==> src/hw/tmc_defines.svh <==
// Offsets, field positions, reset values and counter constants of the timer channel.
`ifndef TMC_DEFINES_SVH
`define TMC_DEFINES_SVH
// ======================================================================
// Register offsets
`define TMC_OFS_MODE 3'h0
`define TMC_OFS_DATA 3'h1
`define TMC_OFS_COUNT 3'h2
`define TMC_OFS_START 3'h3
`define TMC_OFS_STATUS 3'h4
`define TMC_OFS_PRESCALE 3'h5
`define TMC_OFS_FILTER 3'h6
// ======================================================================
// Mode register fields
`define TMC_MODE_SIRQ 0
`define TMC_MODE_FUNC_LSB 1
`define TMC_MODE_FUNC_MSB 3
`define TMC_MODE_EDGE_LSB 6
`define TMC_MODE_EDGE_MSB 7
`define TMC_MODE_CCS 12
`define TMC_MODE_CKS_LO 14
`define TMC_MODE_CKS_HI 15
// ======================================================================
// Function codes and edge codes
`define TMC_FUNC_INTERVAL 3'h0
`define TMC_FUNC_CAPTURE 3'h1
`define TMC_FUNC_EVENT 3'h2
`define TMC_FUNC_ONE 3'h4
`define TMC_FUNC_CAP_ONE 3'h6
`define TMC_EDGE_FALL 2'h0
`define TMC_EDGE_RISE 2'h1
`define TMC_EDGE_BOTH 2'h2
// ======================================================================
// Start register fields, reset values, counter constants
`define TMC_START_BIT 0
`define TMC_STOP_BIT 1
`define TMC_RST_WORD 16'h0000
`define TMC_CNT_ZERO 16'h0000
`define TMC_CNT_ONE 16'h0001
`define TMC_CNT_FULL 16'hffff
`define TMC_RST_RATIO 4'h0
`define TMC_PRE_ONE 15'h0001
`endif

==> src/hw/tmc_pkg.sv <==
// Types shared by the timer channel modules.
package tmc_pkg;
	typedef enum logic [1:0] {ST_STOP, ST_WAIT_CLK, ST_RUN, ST_WAIT_TRIG} tmc_state_t;
	typedef logic [15:0] tmc_word_t;
endpackage

==> src/hw/tmc_channel.sv <==
// Timer channel counter core with register port.
//
// The strobed register port and the placing of the registers were decided locally.
`timescale 1ns/1ps
`include "tmc_defines.svh"

// Notes on behaviour
// Count clock is the operation clock or valid input edges, by source bit.
// Divided operation clock is a one-cycle pulse per 2^r period, r 0..15.
// The counter updates one system clock after each count clock pulse.
// Without filter the edge count clock follows the input by 1 to 2 periods.
// The input is sampled on the operation clock and edges raise pulses.
// With filter, edge detection is two operation clocks later, 3 to 4 total.
// Writing the start bit without the stop bit sets the enabled flag and runs the channel.
// Interval: counter holds until first count clock, reloads, then decrements.
// Interval and capture raise an interrupt at start when start-irq is set.
// Interval: at zero, interrupt, reload from data register, keep counting.
// Event mode: start loads data immediately, then decrements on edges.
// Capture: first count clock loads zero, later clocks increment.
// Capture: each valid edge copies counter to data, interrupts, restarts at zero.
// One-count modes: start while stopped waits for trigger, counter holds.
// One-count: rising input edge loads data, then decrement on count clocks.
// One-count: at zero, interrupt, counter becomes FFFFH, counting stops.
// Capture-one-count: rising edge loads zero and starts incrementing.
// Capture-one-count: falling edge copies counter to data and interrupts.
// Operation clock, start trigger and interrupt are single-cycle pulses.
// Filter enable selects two-sample match plus sync, or sync alone.
// Counter and data are 16 bits with plain binary up and down counting.
module tmc_channel (
	input wire logic CORE_CLK,
	input wire logic ARST_N,
	input wire logic TIMER_IN,
	input wire logic [2:0] ADDR,
	input wire logic [15:0] WDATA,
	input wire logic WR,
	input wire logic RD,
	output logic [15:0] RDATA,
	output logic CHANNEL_INTERRUPT,
	output logic CHANNEL_ENABLED
);
	logic [15:0] channel_mode_reg_r;
	logic [7:0] prescaler_select_reg_r;
	logic noise_filter_enable_r;
	tmc_pkg::tmc_word_t channel_data_reg_r;
	tmc_pkg::tmc_word_t channel_count_reg_r;
	tmc_pkg::tmc_state_t state_r;
	logic [14:0] pre_r;
	logic [3:0] ratio;
	logic [14:0] mask;
	logic op_clock_r;
	logic start_trig_r;
	logic rise, fall;
	logic edge_ok;
	logic count_clock;
	logic [2:0] func;
	logic [1:0] edge_sel;
	logic start_wr, stop_wr;

	assign func = channel_mode_reg_r[`TMC_MODE_FUNC_MSB:`TMC_MODE_FUNC_LSB];
	assign edge_sel = channel_mode_reg_r[`TMC_MODE_EDGE_MSB:`TMC_MODE_EDGE_LSB];
	assign start_wr = WR && (ADDR == `TMC_OFS_START) && WDATA[`TMC_START_BIT];
	assign stop_wr = WR && (ADDR == `TMC_OFS_START) && WDATA[`TMC_STOP_BIT];

	// ======================================================================
	// Register writes.
	always_ff @(posedge CORE_CLK or negedge ARST_N) begin
		if (!ARST_N) begin
			channel_mode_reg_r <= `TMC_RST_WORD;
			prescaler_select_reg_r <= 8'h00;
			noise_filter_enable_r <= 1'b0;
		end else if (WR) begin
			unique case (ADDR)
				`TMC_OFS_MODE: channel_mode_reg_r <= WDATA;
				`TMC_OFS_PRESCALE: prescaler_select_reg_r <= WDATA[7:0];
				`TMC_OFS_FILTER: noise_filter_enable_r <= WDATA[0];
				default: ;
			endcase
		end
	end

	// ======================================================================
	// Operation clock: a free prescaler gives a one-cycle pulse every 2^r clocks.
	always_comb begin
		ratio = `TMC_RST_RATIO;
		if (channel_mode_reg_r[`TMC_MODE_CKS_LO]) begin
			ratio = prescaler_select_reg_r[7:4];
		end else begin
			ratio = prescaler_select_reg_r[3:0];
		end
		mask = 15'((`TMC_PRE_ONE << ratio) - `TMC_PRE_ONE);
	end

	always_ff @(posedge CORE_CLK or negedge ARST_N) begin
		if (!ARST_N) begin
			pre_r <= 15'h0000;
			op_clock_r <= 1'b0;
		end else begin
			pre_r <= 15'(pre_r + `TMC_PRE_ONE);
			op_clock_r <= ((pre_r & mask) == mask);
		end
	end

	// ======================================================================
	// Input conditioning on the operation clock.
	tmc_input_cond i_tmc_input_cond (
		.clk(CORE_CLK),
		.arst_n(ARST_N),
		.pin(TIMER_IN),
		.mck(op_clock_r),
		.filt_en(noise_filter_enable_r),
		.rise(rise),
		.fall(fall)
	);

	always_comb begin
		edge_ok = 1'b0;
		unique case (edge_sel)
			`TMC_EDGE_RISE: edge_ok = rise;
			`TMC_EDGE_BOTH: edge_ok = rise | fall;
			default: edge_ok = fall;
		endcase
	end

	assign count_clock = channel_mode_reg_r[`TMC_MODE_CCS] ? edge_ok : op_clock_r;

	// ======================================================================
	// Counter, data register, state and interrupt.
	always_ff @(posedge CORE_CLK or negedge ARST_N) begin
		if (!ARST_N) begin
			state_r <= tmc_pkg::ST_STOP;
			channel_count_reg_r <= `TMC_CNT_FULL;
			channel_data_reg_r <= `TMC_RST_WORD;
			CHANNEL_INTERRUPT <= 1'b0;
			CHANNEL_ENABLED <= 1'b0;
			start_trig_r <= 1'b0;
		end else begin
			CHANNEL_INTERRUPT <= 1'b0;
			start_trig_r <= 1'b0;
			if (WR && ADDR == `TMC_OFS_DATA) begin
				channel_data_reg_r <= WDATA;
			end
			if (stop_wr) begin
				state_r <= tmc_pkg::ST_STOP;
				CHANNEL_ENABLED <= 1'b0;
			end else if (start_wr && (func == `TMC_FUNC_ONE || func == `TMC_FUNC_CAP_ONE)) begin
				if (!CHANNEL_ENABLED) begin
					state_r <= tmc_pkg::ST_WAIT_TRIG;
					CHANNEL_ENABLED <= 1'b1;
				end
			end else if (start_wr && func == `TMC_FUNC_EVENT) begin
				channel_count_reg_r <= channel_data_reg_r;
				state_r <= tmc_pkg::ST_RUN;
				CHANNEL_ENABLED <= 1'b1;
			end else if (start_wr) begin
				state_r <= tmc_pkg::ST_WAIT_CLK;
				CHANNEL_ENABLED <= 1'b1;
			end else begin
				unique case (state_r)
					tmc_pkg::ST_STOP: ;
					tmc_pkg::ST_WAIT_CLK: begin
						if (count_clock) begin
							start_trig_r <= 1'b1;
							state_r <= tmc_pkg::ST_RUN;
							CHANNEL_INTERRUPT <= channel_mode_reg_r[`TMC_MODE_SIRQ];
							if (func == `TMC_FUNC_CAPTURE) begin
								channel_count_reg_r <= `TMC_CNT_ZERO;
							end else begin
								channel_count_reg_r <= channel_data_reg_r;
							end
						end
					end
					tmc_pkg::ST_WAIT_TRIG: begin
						if (rise) begin
							start_trig_r <= 1'b1;
							state_r <= tmc_pkg::ST_RUN;
							if (func == `TMC_FUNC_CAP_ONE) begin
								channel_count_reg_r <= `TMC_CNT_ZERO;
							end else begin
								channel_count_reg_r <= channel_data_reg_r;
							end
						end
					end
					tmc_pkg::ST_RUN: begin
						if (func == `TMC_FUNC_CAPTURE && edge_ok) begin
							channel_data_reg_r <= channel_count_reg_r;
							channel_count_reg_r <= `TMC_CNT_ZERO;
							CHANNEL_INTERRUPT <= 1'b1;
						end else if (func == `TMC_FUNC_CAP_ONE && fall) begin
							channel_data_reg_r <= channel_count_reg_r;
							CHANNEL_INTERRUPT <= 1'b1;
							state_r <= tmc_pkg::ST_WAIT_TRIG;
						end else if (count_clock) begin
							if (func == `TMC_FUNC_CAPTURE || func == `TMC_FUNC_CAP_ONE) begin
								channel_count_reg_r <= 16'(channel_count_reg_r + `TMC_CNT_ONE);
							end else if (channel_count_reg_r == `TMC_CNT_ZERO) begin
								CHANNEL_INTERRUPT <= 1'b1;
								if (func == `TMC_FUNC_ONE) begin
									channel_count_reg_r <= `TMC_CNT_FULL;
									state_r <= tmc_pkg::ST_WAIT_TRIG;
								end else begin
									channel_count_reg_r <= channel_data_reg_r;
								end
							end else begin
								channel_count_reg_r <= 16'(channel_count_reg_r - `TMC_CNT_ONE);
							end
						end
					end
				endcase
			end
		end
	end

	// ======================================================================
	// Read port: data stand in the cycle after the read strobe only.
	always_ff @(posedge CORE_CLK or negedge ARST_N) begin
		if (!ARST_N) begin
			RDATA <= `TMC_RST_WORD;
		end else if (RD) begin
			unique case (ADDR)
				`TMC_OFS_MODE: RDATA <= channel_mode_reg_r;
				`TMC_OFS_DATA: RDATA <= channel_data_reg_r;
				`TMC_OFS_COUNT: RDATA <= channel_count_reg_r;
				`TMC_OFS_STATUS: RDATA <= {15'h0000, CHANNEL_ENABLED};
				`TMC_OFS_PRESCALE: RDATA <= {8'h00, prescaler_select_reg_r};
				`TMC_OFS_FILTER: RDATA <= {15'h0000, noise_filter_enable_r};
				default: RDATA <= `TMC_RST_WORD;
			endcase
		end else begin
			RDATA <= `TMC_RST_WORD;
		end
	end
endmodule

==> src/hw/tmc_input_cond.sv <==
// Timer input synchroniser, optional noise filter and edge detector.
`timescale 1ns/1ps
module tmc_input_cond (
	input wire logic clk,
	input wire logic arst_n,
	input wire logic pin,
	input wire logic mck,
	input wire logic filt_en,
	output logic rise,
	output logic fall
);
	logic s1_r, s2_r, s3_r, lvl_r;
	logic smp_r, smp2_r, flt_r, prev_r;
	logic cur;

	// ======================================================================
	// Three-flop synchroniser; a change counts once the last two agree.
	always_ff @(posedge clk or negedge arst_n) begin
		if (!arst_n) begin
			s1_r <= 1'b0;
			s2_r <= 1'b0;
			s3_r <= 1'b0;
			lvl_r <= 1'b0;
		end else begin
			s1_r <= pin;
			s2_r <= s1_r;
			s3_r <= s2_r;
			if (s2_r == s3_r) begin
				lvl_r <= s3_r;
			end
		end
	end

	// ======================================================================
	// Sampling on the operation clock, with two-sample match when filtered.
	always_ff @(posedge clk or negedge arst_n) begin
		if (!arst_n) begin
			smp_r <= 1'b0;
			smp2_r <= 1'b0;
			flt_r <= 1'b0;
			prev_r <= 1'b0;
		end else if (mck) begin
			smp_r <= lvl_r;
			smp2_r <= smp_r;
			if (smp_r == smp2_r) begin
				flt_r <= smp2_r;
			end
			prev_r <= cur;
		end
	end

	assign cur = filt_en ? flt_r : smp_r;

	// ======================================================================
	// Edge pulses, one system clock wide, aligned to the operation clock.
	always_ff @(posedge clk or negedge arst_n) begin
		if (!arst_n) begin
			rise <= 1'b0;
			fall <= 1'b0;
		end else begin
			rise <= mck & cur & ~prev_r;
			fall <= mck & ~cur & prev_r;
		end
	end
endmodule

==> config.mk <==
export PLATFORM = sky130hd
export DESIGN_NAME = tmc_channel
export DESIGN_NICKNAME = d
export VERILOG_FILES = /design/src/hw/tmc_pkg.sv /design/src/hw/tmc_channel.sv /design/src/hw/tmc_input_cond.sv
export VERILOG_INCLUDE_DIRS = /design/src /design/src/hw
export SDC_FILE = /design/constraint.sdc
export NUM_CORES = 1
export LEC_CHECK = 0
export ABC_AREA = 1
export BUFFER_PORTS_ARGS = -buffer_cell sky130_fd_sc_hd__buf_2
export CAP_MARGIN = 20
export CORE_MARGIN = 2
export CORE_UTILIZATION = 62
export CTS_CLUSTER_DIAMETER = 60
export DETAILED_ROUTE_END_ITERATION = 7
export PLACE_DENSITY = 0.83
export SYNTH_ARGS = -nofsm -noshare
export SYNTH_HDL_FRONTEND = slang
export SYNTH_SLANG_ARGS = --single-unit
export TNS_END_PERCENT = 20
==> constraint.sdc <==
create_clock -name CORE_CLK -period 2.9 [get_ports CORE_CLK]
set_input_delay 0.29 -clock CORE_CLK [delete_from_list [all_inputs] [get_ports CORE_CLK]]
set_output_delay 0.29 -clock CORE_CLK [all_outputs]
set_load 0.02 [all_outputs]
==> results.txt <==
Seq cells post-synth - 103
vias in the first global route - 6011
# setup viols final - 0
Leak - 0.00358 uW
Max Cap Viol - 0
area grow syn2layout - 7.89%
die width - 107 um
startpoint types - flip-flop
DR WL/cell - 16.3 um
clock sink count - 103
RSZ-0062 raised after global routing - no
Routed Antenna Nets - 0
initial antenna violation count - 0
most common cell in the netlist - nand2_1
placed instance count - 1095
DR vias - 6545
share of layout cells above drive strength 1 - 0.118
post-route DRC violation count - 0
setup TNS - 0 ps
TritonCTS Buffers - 9
row cnt - 37
CP endpoint kind - flip-flop
CTS Buffer Depth - 2
Initial DRT Pass Iterations - 7
Data arrival, critical path - 2650 ps
clock root cell - clkbuf_8
Max VDD drop - 0.426 mV
dominant cells by area after synthesis - dfrtp_1 33%, nand2_1 15%, o21ai_0 7.3%
Nets - 1006
Syn Area/Cell - 6.97 um2
core area - 0.0103 mm2
Slew @ Worst Pin - 949 ps
Final Critical Period - 2340 ps
Antenna Cells - 0
most instantiated cells after synthesis - 268 x nand2_1, 114 x inv_1, 96 x o21ai_0
post-synth net total - 979
slew margin rel. - 0.366
Ys Warns - 0
Non-Filler Instances - 1112
first-pass GRT wire length - 29.6 mm
estimated wirelength of the detail-placed design - 13.6 mm
Skew-Pair Late Insertion Delay - 380 ps
GRT Util Overall - 0.332
Most used DFF post-synth - dfrtp_1
status - finished clean
Worst Skew - 9.47 ps
H-tree depth - 3
async set-reset flop share out of synthesis - 1.00
Initial Util - 0.638
area fraction of the dominant cell type after synthesis - 0.331
Syn Inst Count - 944
Synth cell types - 37
CP required - 3210 ps
CTS tree - built
Max Fclk - 428 MHz
Total Wirelength - 18.1 mm
critical path type - flip-flop to flip-flop
clock slew at reported path FFs - 110 ps
P per Cell Area - 816 mW/mm2
post-synthesis sequential area ratio - 0.395
Die Y - 107 um
die area - 0.0115 mm2
Slew Viols, Final - 0
postcts setup bufs - 0
total gr overflow - 0
Post-synth EDFFs - 0
Netlist Area Pre-Place - 0.00658 mm2
Final GP Congestion - 0.950
Hold Crit Class - input pin to flip-flop
Tcrit/Tclk final - 0.806
IO Port Bufs - 41
# IOs - 42
FILL cells - 869
Final Hold Fails - 0
CP max FO - 23
cell taking the most area after synthesis - dfrtp_1
pin count of the biggest net entering global routing - 46
DRT iter0 DRCs - 635
drt via density - 5.89
[registers in the layout, indices dropped and copies added, names as in the netlist, 2 cells and up]
register	flops
channel_data_reg_r	16
state_r	2
channel_count_reg_r	16
pre_r	15
RDATA	16
channel_mode_reg_r	16
prescaler_select_reg_r	8
[power by group]
| part | total, uW | internal [uW] | switching (uW) |
|---|---|---|---|
| sequential | 2080 | 1750 | 333 |
| clock | 1040 | 497 | 541 |
| combinational | 2680 | 857 | 1820 |
[critical path, cell delays in order (launching register included)]
cell and delay, ps:
dfrtp_1 410, inv_1 60, ha_1 300, inv_1 60, nand2_1 50, nand2_1 70
nand3_1 100, nand2_1 240, inv_2 180, nand2_2 120, nand3_4 240, inv_2 240
nand3_1 110, o21ai_0 90
[cells by family (layout without fill, tap and decap cells)]
kind of cell             Yosys count  after routing  synth area share
AND/OR/NAND/NOR                  483            483             0.314
AO/OA/AOI/OAI                    168            168             0.147
buffers and inverters            157            189            0.0935
flip-flops                       103            103             0.395
XOR/XNOR                          20             20            0.0266
adder cells (fa/ha/maj)           12             12            0.0224
multiplexers                       1              1           0.00171
[area by class of cell]
class	instances	area (um2)	area share
sequential	103	2600	0.366
timing repair buffer	50	278	0.0391
tap	136	170	0.0240
clock buffer	9	124	0.0174
inverter	123	462	0.0650
clock inverter	7	101	0.0143
multi-input combinational	684	3370	0.474
[path summary, 6_finish.rpt]
check                                       from                      to  slack (ps)  depth (start not counted)
min                                     TIMER_IN   i_tmc_input_cond.s1_r          10                          1
max in group asynchronous                 ARST_N  channel_count_reg_r[7]        1620                          3
max reg2reg                channel_mode_reg_r[6]  channel_count_reg_r[3]         560                         13
min in group asynchronous                 ARST_N                pre_r[9]         430                          2
min reg2reg                i_tmc_input_cond.s1_r   i_tmc_input_cond.s2_r         360                          0
max                        channel_mode_reg_r[6]  channel_count_reg_r[3]         560                         13
[placed cells by master (no fill, tap or decap), types with 2 or more instances in the layout]
master     Yosys  layout
nor2_4         2       2
nand2_1      268     268
nor2_1        86      86
nand3_1       78      78
o211ai_1      10      10
ha_1          11      11
a21oi_2        4       4
xor2_1        20      20
a31oi_1        8       8
a221oi_1       8       8
nor2_2         7       7
o21a_1         2       2
o21ai_0       96      96
a211oi_1       2       2
o221ai_1       5       5
nand4_1       26      26
nor3_2         3       3
bufinv_16      0       2
clkbuf_8       0       9
inv_1        114     114
dfrtp_1       87      87
o21ai_2        3       3
inv_2          9       9
inv_6          0       2
buf_4          0       9
a21oi_1       17      17
o22ai_1        8       8
nor3_1         6       6
o21ai_1        5       5
nand2_2        4       4
buf_2         13      40
dfstp_2       16      16
[metal layers]
metal / GRT usage / vias to the layer above / part of all wire
met4: 0.125 / 0 / 0.022
met5: 0 / - / 0
met3: 0.0590 / 42 / 0.092
met2: 0.512 / 334 / 0.46
met1: 0.468 / 3030 / 0.43
li1: - / 3139 / -
[repair_timing]
action                    4_1_cts  5_1_grt
hold buffers                    1        0
gates resized for setup         0        0
hold endpoints to repair       34        0
[metrics by stage]
step / worst slack, ps / hold WS [ps] / total power [uW] / cell area (um2) / utilization
after floorplan: 913 / -5.59 / 4020 / 6580 / -
after global placement: 732 / 326 / 4630 / 6870 / 0.665
after detailed placement: 666 / 325 / 4680 / 6870 / 0.665
after CTS: 612 / 12.3 / 5710 / 7100 / 0.688
after global routing: 280 / 8.36 / 6230 / 7100 / 0.688
final: 562 / 11.3 / 5800 / 7100 / 0.688
Note: power is estimated with default switching activity, not from simulation.
